## src/aff_consts.svh

```systemverilog
/*
 * Offsets, field positions, reset values and limits of the fault flag block.
 * Assumes inclusion by bare name from the design modules and the assertion module.
 */
`ifndef AFF_CONSTS_SVH
`define AFF_CONSTS_SVH

// ==========================================================
// Register offsets
// ==========================================================
`define AFF_ERR_OFS 8'h24
`define AFF_WARN_OFS 8'h26
`define AFF_TEMP_OFS 8'h28

// ==========================================================
// Register identifier codes, bits 15:12
// ==========================================================
`define AFF_ERR_ID 4'hA
`define AFF_WARN_ID 4'hB
`define AFF_TEMP_ID 4'hF

// ==========================================================
// Error word bit positions
// ==========================================================
`define AFF_ERR_RST_BIT 0
`define AFF_ERR_LOW_BIT 1
`define AFF_ERR_UVA_BIT 2
`define AFF_ERR_RESET_VAL 3'h1

// ==========================================================
// Warning word bit positions
// ==========================================================
`define AFF_W_TOV_BIT 0
`define AFF_W_HIGH_BIT 1
`define AFF_W_OVF_BIT 2
`define AFF_W_TCW_BIT 3
`define AFF_W_SAT_BIT 4
`define AFF_W_ESE_BIT 5
`define AFF_W_TR_BIT 6
`define AFF_W_XEE_BIT 7
`define AFF_W_SRW_BIT 8
`define AFF_W_CRC_BIT 10
`define AFF_W_IER_BIT 11

// ==========================================================
// Limits and thresholds
// ==========================================================
`define AFF_FIELD_LO_DEF 12'h0C8
`define AFF_FIELD_HI_DEF 12'h4B0
`define AFF_TEMP_MIN 12'hD58
`define AFF_TEMP_MAX 12'h4D8
`define AFF_TCW_LIMIT 12'h600
`define AFF_TURN_MAX_HALF 12'h1FF
`define AFF_TURN_MIN_HALF 12'hE00
`define AFF_TURN_MAX_EIGHTH 12'h7FF
`define AFF_TURN_MIN_EIGHTH 12'h800
`define AFF_PKT_BITS 6'h10
`define AFF_PKT_BITS_CRC 6'h14

`endif

```

## src/aff_pkg.sv

```systemverilog
/*
 * Types of the fault flag block.
 * Widths of its fields are written out, not taken from aff_consts.svh.
 */
package aff_pkg;

    typedef enum logic [0:0] {
        AFF_RES_HALF = 1'b0,
        AFF_RES_EIGHTH = 1'b1
    } aff_turn_res_t;

    typedef struct packed {
        logic [2:0] uv_sync;
        logic uv_level;
        logic [11:0] tc_prev;
        logic tc_prev_valid;
        logic [11:0] lo_lim;
        logic [11:0] hi_lim;
        logic [15:0] rd_data;
    } aff_main_st_t;

    typedef struct packed {
        logic [11:0] temp;
        logic oor;
    } aff_temp_st_t;

endpackage : aff_pkg

```

## src/aff_sticky.sv

```systemverilog
/*
 * Bank of sticky flags: set wins over clear, reset loads a constant.
 * Assumes set and clear come from logic on the same clock.
 */
`timescale 1ns/1ps

module aff_sticky #(
    parameter int W = 8,
    parameter logic [W-1:0] RST_VAL = '0
) (
    // Clock and reset
    input wire logic clk,
    input wire logic rst_n,
    // Events and clears
    input wire logic [W-1:0] set,
    input wire logic [W-1:0] clr,
    // Flags
    output logic [W-1:0] flags
);

    initial begin
        if (W < 1) $error("aff_sticky: W must be at least 1");
    end

    logic [W-1:0] st_q;
    logic [W-1:0] st_d;

    always_comb begin
        st_d = (st_q & ~clr) | set;
    end

    always_ff @(posedge clk) begin
        if (!rst_n) st_q <= RST_VAL;
        else st_q <= st_d;
    end

    assign flags = st_q;

endmodule : aff_sticky

```

## src/aff_temp.sv

```systemverilog
/*
 * Temperature readout: saturates the converted value at the range limits
 * and flags an out-of-range sample. Assumes raw samples are signed eighths
 * of a degree relative to 25 C, wider than the readout.
 */
`timescale 1ns/1ps
`include "aff_consts.svh"

module aff_temp #(
    parameter int RAW_W = 14
) (
    // Clock and reset
    input wire logic clk,
    input wire logic rst_n,
    // Raw samples
    input wire logic temp_valid,
    input wire logic [RAW_W-1:0] temp_raw,
    // Readout
    output logic [11:0] temp_out,
    output logic temp_oor
);

    initial begin
        if (RAW_W < 12) $error("aff_temp: RAW_W must be at least 12");
    end

    aff_pkg::aff_temp_st_t st_q;
    aff_pkg::aff_temp_st_t st_d;
    logic signed [RAW_W-1:0] lo_ext;
    logic signed [RAW_W-1:0] hi_ext;

    assign lo_ext = RAW_W'($signed(`AFF_TEMP_MIN));
    assign hi_ext = RAW_W'($signed(`AFF_TEMP_MAX));

    always_comb begin
        st_d = st_q;
        st_d.oor = 1'b0;
        if (temp_valid) begin
            if ($signed(temp_raw) < lo_ext) begin
                st_d.temp = `AFF_TEMP_MIN;
                st_d.oor = 1'b1;
            end else if ($signed(temp_raw) > hi_ext) begin
                st_d.temp = `AFF_TEMP_MAX;
                st_d.oor = 1'b1;
            end else begin
                st_d.temp = temp_raw[11:0];
            end
        end
    end

    always_ff @(posedge clk) begin
        if (!rst_n) st_q <= '0;
        else st_q <= st_d;
    end

    assign temp_out = st_q.temp;
    assign temp_oor = st_q.oor;

endmodule : aff_temp

```

## src/aff_fault_flags.sv

```systemverilog
/*
 * Latched error and warning flags of the angle sensor, with the warning,
 * temperature and error readout words on a simple register read port.
 * Assumes event inputs come from logic on clk, except the analog
 * undervoltage comparator, which is asynchronous and synchronised here.
 */
`timescale 1ns/1ps
`include "aff_consts.svh"

module aff_fault_flags #(
    parameter int TEMP_RAW_W = 14,
    parameter int SAT_W = 4
) (
    // Clock and reset
    input wire logic clk,
    input wire logic rst_n,
    // Register read and clear port
    input wire logic rd_en,
    input wire logic [7:0] rd_addr,
    output logic [15:0] rd_data,
    input wire logic clr_err,
    input wire logic clr_warn,
    input wire logic turns_reset_cmd,
    // Error word bits held elsewhere
    input wire logic [8:0] err_upper,
    // Analog undervoltage comparator
    input wire logic analog_undervolt_pin,
    // Self-test
    input wire logic lbist_active,
    // Field measurement
    input wire logic field_valid,
    input wire logic [11:0] field_mag,
    // Nonvolatile configuration
    input wire logic nvm_load_active,
    input wire logic nvm_load_done,
    input wire logic [11:0] cfg_field_low_limit,
    input wire logic [11:0] cfg_field_high_limit,
    input wire logic rx_crc_check_en,
    input wire logic nvm_single_corrected,
    // Serial packet checks
    input wire logic pkt_done,
    input wire logic [5:0] pkt_bits,
    input wire logic pkt_mosi_b15,
    input wire logic pkt_manchester_err,
    input wire logic pkt_crc_bad,
    output logic pkt_accept,
    // Quadrature output slew limiting
    input wire logic slew_limit_en,
    input wire logic slew_limit_needed,
    // Extended access engine
    input wire logic ext_start,
    input wire logic ext_busy,
    input wire logic ext_cmd_done,
    input wire logic ext_locked,
    input wire logic ext_nvm_fail,
    // Signal chain saturation
    input wire logic [SAT_W-1:0] sat_stage,
    // Turns counter
    input wire logic low_power_state,
    input wire logic awake_sample,
    input wire logic [11:0] zcd_angle,
    input wire logic turn_res,
    input wire logic [11:0] turn_count,
    input wire logic turn_step_up,
    input wire logic turn_step_dn,
    // Temperature conversion
    input wire logic temp_valid,
    input wire logic [TEMP_RAW_W-1:0] temp_raw,
    // Flag outputs
    output logic [2:0] err_low_flags,
    output logic [11:0] warn_flags
);

    // ==========================================================
    // Parameter checks
    // ==========================================================
    initial begin
        if (TEMP_RAW_W < 12) $error("aff_fault_flags: TEMP_RAW_W below 12");
        if (SAT_W < 1) $error("aff_fault_flags: SAT_W below 1");
    end

    // ==========================================================
    // State
    // ==========================================================
    aff_pkg::aff_main_st_t st_q;
    aff_pkg::aff_main_st_t st_d;

    logic [2:0] err_set;
    logic [2:0] err_clr;
    logic [2:0] err_q;
    logic [11:0] warn_set;
    logic [11:0] warn_clr;
    logic [11:0] warn_q;
    logic [11:0] temp_word;
    logic temp_oor;

    // ==========================================================
    // Packet checks
    // ==========================================================
    logic len_bad;
    logic crc_fail;
    logic ifc_fail;

    assign len_bad = (pkt_bits != `AFF_PKT_BITS) && (pkt_bits != `AFF_PKT_BITS_CRC);
    assign crc_fail = rx_crc_check_en && pkt_crc_bad;
    assign ifc_fail = len_bad || pkt_mosi_b15 || pkt_manchester_err;
    // Accepted packets pass on; failing ones are dropped
    assign pkt_accept = pkt_done && !ifc_fail && !crc_fail;

    // ==========================================================
    // Field thresholds
    // ==========================================================
    logic field_low;
    logic field_high;

    assign field_low = field_valid && (field_mag < st_q.lo_lim);
    assign field_high = field_valid && (field_mag > st_q.hi_lim);

    // ==========================================================
    // Awake-to-awake angle change
    // ==========================================================
    logic [11:0] tc_delta;
    logic [11:0] tc_abs;
    logic tc_fast;

    assign tc_delta = zcd_angle - st_q.tc_prev;
    assign tc_abs = tc_delta[11] ? 12'(~tc_delta + 12'h001) : tc_delta;
    assign tc_fast = low_power_state && awake_sample && st_q.tc_prev_valid
                     && (tc_abs > `AFF_TCW_LIMIT);

    // ==========================================================
    // Turns overflow
    // ==========================================================
    logic [11:0] turn_max;
    logic [11:0] turn_min;
    logic turn_ovf;

    always_comb begin
        case (aff_pkg::aff_turn_res_t'(turn_res))
            aff_pkg::AFF_RES_HALF: begin
                turn_max = `AFF_TURN_MAX_HALF;
                turn_min = `AFF_TURN_MIN_HALF;
            end
            aff_pkg::AFF_RES_EIGHTH: begin
                turn_max = `AFF_TURN_MAX_EIGHTH;
                turn_min = `AFF_TURN_MIN_EIGHTH;
            end
            default: begin
                turn_max = `AFF_TURN_MAX_HALF;
                turn_min = `AFF_TURN_MIN_HALF;
            end
        endcase
    end

    // Stepping past either end of the count range
    assign turn_ovf = (turn_step_up && (turn_count == turn_max))
                      || (turn_step_dn && (turn_count == turn_min));

    // ==========================================================
    // Error flag events and clears
    // ==========================================================
    always_comb begin
        err_set = 3'h0;
        // Reset bit is loaded by reset, never by self-test
        err_set[`AFF_ERR_RST_BIT] = 1'b0;
        // Keeps setting while the fault is present
        err_set[`AFF_ERR_UVA_BIT] = st_q.uv_level && !lbist_active;
        err_set[`AFF_ERR_LOW_BIT] = field_low && !lbist_active;
        err_clr = {3{clr_err}};
    end

    aff_sticky #(
        .W(3),
        .RST_VAL(`AFF_ERR_RESET_VAL)
    ) u_err (
        .clk(clk),
        .rst_n(rst_n),
        .set(err_set),
        .clr(err_clr),
        .flags(err_q)
    );

    // ==========================================================
    // Warning flag events and clears
    // ==========================================================
    always_comb begin
        warn_set = 12'h000;
        warn_set[`AFF_W_IER_BIT] = pkt_done && ifc_fail;
        warn_set[`AFF_W_CRC_BIT] = pkt_done && !ifc_fail && crc_fail;
        warn_set[`AFF_W_SRW_BIT] = slew_limit_en && slew_limit_needed;
        warn_set[`AFF_W_XEE_BIT] = ext_cmd_done && (ext_locked || ext_nvm_fail);
        warn_set[`AFF_W_TR_BIT] = temp_oor;
        warn_set[`AFF_W_ESE_BIT] = nvm_load_active && nvm_single_corrected;
        warn_set[`AFF_W_SAT_BIT] = |sat_stage;
        warn_set[`AFF_W_TCW_BIT] = tc_fast;
        warn_set[`AFF_W_OVF_BIT] = ext_start && ext_busy;
        warn_set[`AFF_W_HIGH_BIT] = field_high;
        warn_set[`AFF_W_TOV_BIT] = turn_ovf;
        // Ordinary clear leaves turn overflow alone
        warn_clr = {12{clr_warn}};
        warn_clr[9] = 1'b0;
        warn_clr[`AFF_W_TOV_BIT] = turns_reset_cmd;
    end

    aff_sticky #(
        .W(12),
        .RST_VAL(12'h000)
    ) u_warn (
        .clk(clk),
        .rst_n(rst_n),
        .set(warn_set),
        .clr(warn_clr),
        .flags(warn_q)
    );

    // ==========================================================
    // Temperature readout
    // ==========================================================
    aff_temp #(
        .RAW_W(TEMP_RAW_W)
    ) u_temp (
        .clk(clk),
        .rst_n(rst_n),
        .temp_valid(temp_valid),
        .temp_raw(temp_raw),
        .temp_out(temp_word),
        .temp_oor(temp_oor)
    );

    // ==========================================================
    // Next state
    // ==========================================================
    always_comb begin
        st_d = st_q;

        // Comparator input: three stages, level moves when last two agree
        st_d.uv_sync = {st_q.uv_sync[1:0], analog_undervolt_pin};
        if (st_q.uv_sync[1] == st_q.uv_sync[2]) begin
            st_d.uv_level = st_q.uv_sync[2];
        end

        // Thresholds follow configuration once it is loaded
        if (nvm_load_done) begin
            st_d.lo_lim = cfg_field_low_limit;
            st_d.hi_lim = cfg_field_high_limit;
        end

        // Reference angle for the next awake comparison
        if (!low_power_state) begin
            st_d.tc_prev_valid = 1'b0;
        end else if (awake_sample) begin
            st_d.tc_prev = zcd_angle;
            st_d.tc_prev_valid = 1'b1;
        end

        // Readout word, registered
        if (rd_en) begin
            case (rd_addr)
                `AFF_ERR_OFS: begin
                    st_d.rd_data = {`AFF_ERR_ID, err_upper, err_q};
                end
                `AFF_WARN_OFS: begin
                    st_d.rd_data = {`AFF_WARN_ID, warn_q[11:10], 1'b0, warn_q[8:0]};
                end
                `AFF_TEMP_OFS: begin
                    st_d.rd_data = {`AFF_TEMP_ID, temp_word};
                end
                default: begin
                    st_d.rd_data = 16'h0000;
                end
            endcase
        end
    end

    // ==========================================================
    // State register
    // ==========================================================
    always_ff @(posedge clk) begin
        if (!rst_n) begin
            st_q.uv_sync <= 3'h0;
            st_q.uv_level <= 1'b0;
            st_q.tc_prev <= 12'h000;
            st_q.tc_prev_valid <= 1'b0;
            st_q.lo_lim <= `AFF_FIELD_LO_DEF;
            st_q.hi_lim <= `AFF_FIELD_HI_DEF;
            st_q.rd_data <= 16'h0000;
        end else begin
            st_q <= st_d;
        end
    end

    // ==========================================================
    // Outputs
    // ==========================================================
    assign rd_data = st_q.rd_data;
    assign err_low_flags = err_q;
    assign warn_flags = {warn_q[11:10], 1'b0, warn_q[8:0]};

endmodule : aff_fault_flags

```

## config.mk

```make
export PLATFORM = sky130hd
export DESIGN_NAME = aff_fault_flags
export DESIGN_NICKNAME = d
export VERILOG_FILES = /design/src/aff_pkg.sv /design/src/aff_sticky.sv /design/src/aff_temp.sv /design/src/aff_fault_flags.sv
export VERILOG_INCLUDE_DIRS = /design/src
export SDC_FILE = /design/constraint.sdc
export NUM_CORES = 1
export LEC_CHECK = 0
export BUFFER_PORTS_ARGS = -buffer_cell sky130_fd_sc_hd__buf_2
export CORE_AREA = 8 8 91 174
export CTS_BUF_LIST = sky130_fd_sc_hd__clkbuf_4 sky130_fd_sc_hd__clkbuf_8
export DETAILED_ROUTE_END_ITERATION = 16
export DIE_AREA = 0 0 99 182
export SYNTH_ARGS = -nofsm -noshare
export SYNTH_HDL_FRONTEND = slang
export SYNTH_SLANG_ARGS = --single-unit
```

## constraint.sdc

```tcl
create_clock -name clk -period 4.3 [get_ports clk]
set_clock_uncertainty 0.15 [all_clocks]
set_input_delay 1.075 -clock clk [delete_from_list [all_inputs] [get_ports clk]]
set_output_delay 1.075 -clock clk [all_outputs]
set_load 0.005 [all_outputs]
```

==> results.json, run 1 <==
{
  "endpoint": "u_warn.flags[3]",
  "r2r_cells": 11,
  "cp_slowest_cell": "fa_1",
  "io_pins": 163,
  "slowest_delay_ns": 0.47,
  "p_total_mw": 1.89,
  "ys_ff_latch": 83,
  "vias": 4881,
  "dr.pass1.iters": 4,
  "synth_top_flop_cell": "dfxtp_1",
  "wl_mm": 15.3,
  "worstPathBufferInverterCount": 3,
  "r2r-end": "u_warn.flags[3]",
  "first_iter_violations": 84,
  "hold_buffers": 0,
  "ir_drop_mv": 0.165,
  "grt_usage_pct": 16.8,
  "antenna_found_initial": 1,
  "wire_per_inst_um": 16.8,
  "start_util_pct": 39.2,
  "multi_input_area_um2": 3190,
  "clock-root-buffer": "clkbuf_8",
  "hold_path.class": "reg2reg",
  "hold_violations": 0,
  "cp-startpoint": "zcd_angle[0]",
  "finalSetupViolations": 0,
  "startpoint_type": "input pin",
  "pre_cts_ws_ns": 0.193,
  "fillCellCount": 1370,
  "portBuffers": 160,
  "endpoint_kind": "register",
  "min_period_over_period_pct": 87.8,
  "outcome": "finished clean",
  "yosys_warnings": 0,
  "worstSetupPathType": "in2reg",
  "via_per_inst": 5.39,
  "timing.final.ws_setup_ns": 0.524,
  "gp_congestion": 0.815,
  "min_from": "st_q[48]",
  "drive_above_1_share_pct": 27.2,
  "cp_data_arrival_time_ns": 3.88,
  "final_cell_area_um2": 6240,
  "hpwl_mm": 12.1,
  "overflow": 0,
  "die_h_um": 182,
  "ant_nets": 0,
  "dpl_cell_area_um2": 6030,
  "cp_cell_sequence": "buf_2, inv_1, ha_1, inv_1, fa_1, xnor2_1, nand4_1, a22oi_1, o21ai_0, a2111oi_1, o21a_1, a31o_1, o21ai_1",
  "h-tree-depth": 3,
  "clock_latency_ns": 0.37,
  "timing.fmax_mhz": 265,
  "ys_seq_area_share_pct": 31.6,
  "finalMaxSlewViolations": 0,
  "rrSetupSlack_ns": 1.03,
  "die_w_um": 99,
  "rsz0062_at_grt": "false",
  "cts.path.max_buffers": 2,
  "required_ns": 4.41,
  "powerDensity_nw_per_um2": 302,
  "cts_resized": 0,
  "post-cts-setup-buffers": 0,
  "worst_hold_slack_ns": 0.324,
  "drt_drc_violations_left": 0,
  "nets": 912,
  "grt_pass1_wl_mm": 24.4,
  "cap_viol_max_count": 0,
  "avgSynthCellArea_um2": 8.53,
  "ys_async_sr_fraction_pct": 0,
  "dp_cells": 889,
  "synth.area.top_cells": "dfxtp_1 (32%), ha_1 (8.3%), nand2_1 (4.9%)",
  "grt_max_degree": 60,
  "core_area_um2": 13400,
  "grt_pass1_vias": 5081,
  "cts_tree": "built",
  "synth_top_area_share_pct": 31.6,
  "maxSlewHeadroom_pct": 37.4,
  "fin_crit_ns": 3.78,
  "synth_cell_types": 77,
  "fp-row-count": 60,
  "setup_tns_ns": 0,
  "crit_family": "compound AO/OA/AOI/OAI gates",
  "numCtsBuffers": 9,
  "die_area_um2": 18000,
  "stdcell_count": 906,
  "leakage_nw": 2.95,
  "syn-instance-count": 617,
  "clock_sinks": 83,
  "seq_area_um2": 1660,
  "post-route-util_pct": 46.5,
  "path_common_cell": "inv_1",
  "cp_max_fo": 4,
  "syn_area_um2": 5260,
  "cts.clk_slew.worst_paths_ns": 0.09,
  "r2r-start": "st_q[41]",
  "crit_cells": 13,
  "yosysTopAreaCell": "dfxtp_1",
  "syn_nets": 784,
  "synth_edf_count": 0,
  "tightestPinTransition_ns": 0.939,
  "area_growth_pct": 18.6
}
[worst reg2reg max path: cells and delay by family, from the launching register on]
family | cells | cell delay (ns)
AO/OA/AOI/OAI | 6 | 1.34
adder cells (fa/ha/maj) | 2 | 0.66
XOR/XNOR | 1 | 0.38
flip-flops | 1 | 0.35
AND/OR/NAND/NOR | 1 | 0.22
buffers and inverters | 1 | 0.06
[layout by cell type, fill, tap and decap left out, types with 11 or more instances in the layout]
cell type,count
nor2_1,20
nand2b_1,11
dfxtp_1,83
a21o_1,12
ha_1,35
mux2i_1,21
inv_1,44
a21boi_0,21
a22oi_1,15
nor2b_1,34
o21ai_0,21
a21oi_1,30
o211a_1,14
buf_2,160
nand2_1,69
[flip-flops by register name, summed over array words and instances (netlist names)]
register / count
u_warn.flags: 11
rd_data: 15
u_temp.temp_oor: 1
u_err.flags: 3
st_q: 39
u_temp.temp_out: 12
st_d: 2
[worst min-delay path by stage]
stage / slack [ns] / cells past startpoint / endpoint
after floorplan: 0.26 / 1 / st_d[56]
after global placement: 0.29 / 2 / u_warn.flags[6]
after detailed placement: 0.31 / 2 / u_warn.flags[6]
after CTS: 0.33 / 2 / st_q[48]
after global routing: 0.35 / 2 / st_q[47]
final: 0.32 / 2 / st_q[48]
[Yosys cell counts, drive strengths merged (3+ instances only)]
cell     count
dfxtp       83
nand2       69
inv         44
ha          35
nor2b       34
a21oi       31
clkbuf      24
o21ai       23
a21boi      22
buf         22
mux2i       21
nor2        21
a22oi       15
o211a       14
a21o        12
nand2b      11
and2         9
mux2         9
nand3        9
nand4        9
o211ai       9
nor3         7
nor4         7
o21a         7
a211o        6
a2111oi      5
and3         5
xor2         5
a211oi       4
o2111ai      4
or3          4
nor3b        3
xnor2        3
[layer usage]
layer | vias to the layer above | GRT usage (%) | share of wire (%)
met3 | 30 | 3.60 | 4.4
met4 | 0 | 7.24 | 2.9
met2 | 127 | 32.2 | 54
met1 | 2281 | 16.6 | 38
met5 | - | 0 | 0
li1 | 2443 | - | -
[cell families (layout without fill, tap and decap cells)]
kind of cell               Yosys count  after routing  share of synthesized area, %
and+or+nand+nor                    197            197                          19.8
other                                1              2                        0.0712
AOI/OAI and AO/OA                  170            170                          24.2
adders and majority gates           36             36                          8.70
muxes                               30             30                          5.92
xor gates and xnor gates             9              9                          1.76
buffers and inverters               91            224                          8.01
DFF                                 83             83                          31.6
[cell type report]
cell class              count  area share (%)
flip-flops and latches     83            26.6
clock buffers              10            2.20
clock inverters             6            1.10
repair buffers            163            13.2
inverters                  45            2.71
diodes                      1          0.0401
multi-input cells         443            51.0
well taps                 155            3.11
[report_power, final]
part	switching (mW)	internal, mW	total (mW)	leakage (nW)
combinational	0.243	0.203	0.446	2.16
sequential	0.0206	0.808	0.829	0.683
clock	0.323	0.290	0.613	0.104
Power figures use the tool's default switching activity.
==> run 2: changes to the inputs <==
- CAP_MARGIN: unset -> 20
- SYNTH_HIERARCHICAL: unset -> 1
==> results.json, run 2 <==
{
  "outcome": "finished clean",
  "die_area_um2": 18000,
  "die_h_um": 182,
  "largest_reg_flops": 39,
  "worst_hold_slack_ns": 0.308,
  "ant_nets": 0,
  "grt_usage_pct": 17.1,
  "overflow": 0,
  "numCtsBuffers": 9,
  "avgSynthCellArea_um2": 8.54,
  "cts_tree": "built",
  "nets": 911,
  "hold_buffers": 0,
  "cp_max_fo": 4,
  "start_util_pct": 38.9,
  "combinationalPowerShare_pct": 21.7,
  "gp_congestion": 0.921,
  "seq_area_um2": 1660,
  "post-cts-setup-buffers": 0,
  "min_period_over_period_pct": 89.0,
  "grt_pass1_wl_mm": 24.6,
  "fp-row-count": 60,
  "cp_data_arrival_time_ns": 3.99,
  "tightestPinTransition_ns": 0.911,
  "p_int_mw": 1.32,
  "multi_input_area_um2": 3130,
  "finalSetupViolations": 0,
  "required_ns": 4.46,
  "ir_drop_mv": 0.203,
  "clock_sinks": 83,
  "rsz0062_at_grt": "false",
  "core_area_um2": 13400,
  "h-tree-depth": 3,
  "startpoint_type": "input pin",
  "fin_crit_ns": 3.83,
  "top_register": "st_q",
  "cts_resized": 0,
  "seqPwrFrac_pct": 43.4,
  "maxSlewHeadroom_pct": 39.3,
  "syn-instance-count": 613,
  "wire_per_inst_um": 17.1,
  "layout_common_cells": "buf_2 (160), dfxtp_1 (83), nand2_1 (54)",
  "use_met1_pct": 16.4,
  "top_usage_layer": "met2",
  "hold_violations": 0,
  "fillCellCount": 1370,
  "dp_cells": 888,
  "cts.path.max_buffers": 2,
  "use_met2_pct": 32.8,
  "powerDensity_nw_per_um2": 303,
  "syn_area_um2": 5230,
  "dr.pass1.iters": 4,
  "clock_latency_ns": 0.37,
  "hpwl_mm": 12.4,
  "switching_share_pct": 29.9,
  "worstSetupPathType": "in2reg",
  "wl_mm": 15.4,
  "grt_max_degree": 57,
  "layout_commonest_cell": "buf_2",
  "drt_drc_violations_left": 0,
  "finalMaxSlewViolations": 0,
  "drive_above_1_share_pct": 26.3,
  "switchingPower_mw": 0.566,
  "clockPowerShare_pct": 34.8,
  "leakage_nw": 2.76,
  "hold_path.class": "reg2reg",
  "area_growth_pct": 19.4,
  "clock-root-buffer": "clkbuf_8",
  "cts.clk_slew.worst_paths_ns": 0.09,
  "io_pins": 163,
  "vias": 4852,
  "first_iter_violations": 182,
  "via_per_inst": 5.37,
  "endpoint_kind": "register",
  "num_antenna_cells": 0,
  "antenna_found_initial": 0,
  "cap_viol_max_count": 0,
  "timing.fmax_mhz": 261,
  "stdcell_count": 904,
  "grt_pass1_vias": 4995,
  "setup_tns_ns": 0,
  "die_w_um": 99,
  "grt_util_met3_pct": 3.75,
  "portBuffers": 160,
  "yosys_warnings": 6
}
==> run 2: layout make-up <==
type / count / area share, %
sequential: 83 / 26.6
tap: 155 / 3.10
timing repair buffer: 166 / 13.5
clock inverter: 7 / 1.70
multi-input combinational: 435 / 50.2
clock buffer: 9 / 1.98
inverter: 49 / 2.94
==> run 2: worst max-delay path, cell delays in order <==
cell and delay (ns):
buf_2 0.11, inv_1 0.05, ha_1 0.16, inv_1 0.05, fa_1 0.46, nor2b_1 0.29, o2111a_1 0.23, o221ai_1 0.15
or3_4 0.40, nor2_1 0.12, a41oi_1 0.05, o221a_1 0.26, a2111oi_2 0.41, o21a_1 0.17
==> run 2: final timing paths <==
kind,start,endpoint,slack (ns),cells past startpoint
setup / recovery,zcd_angle[0],u_warn/flags[3],0.47,14
hold / removal,st_d[55],st_d[56],0.31,1
setup reg to reg,st_q[41],u_warn/flags[3],0.98,12
hold reg to reg,st_d[55],st_d[56],0.31,1
==> run 2: power groups by stage <==
stage | clock, mW | combinational [mW] | sequential (mW)
floorplan | 0 | 0.271 | 0.834
global placement | 0 | 0.397 | 0.838
detailed placement | 0 | 0.409 | 0.840
CTS | 0.681 | 0.413 | 0.822
global route | 0.718 | 0.458 | 0.826
finish | 0.659 | 0.411 | 0.821
==> run 2: per-stage QoR <==
step | power (mW) | instance area, µm² | utilization (%) | setup slack, ns
floorplan | 1.10 | 5240 | - | 0.489
global placement | 1.24 | 6020 | 44.8 | 0.146
detailed placement | 1.25 | 6020 | 44.8 | 0.109
CTS | 1.91 | 6250 | 46.5 | 0.489
global route | 2.00 | 6250 | 46.5 | 0.312
finish | 1.89 | 6250 | 46.5 | 0.473
==> run 2: metal layers <==
metal,share of wire (%),vias to the layer above
met5,0,-
met4,3.0,0
met3,4.4,25
met2,56,134
met1,37,2250
li1,-,2443
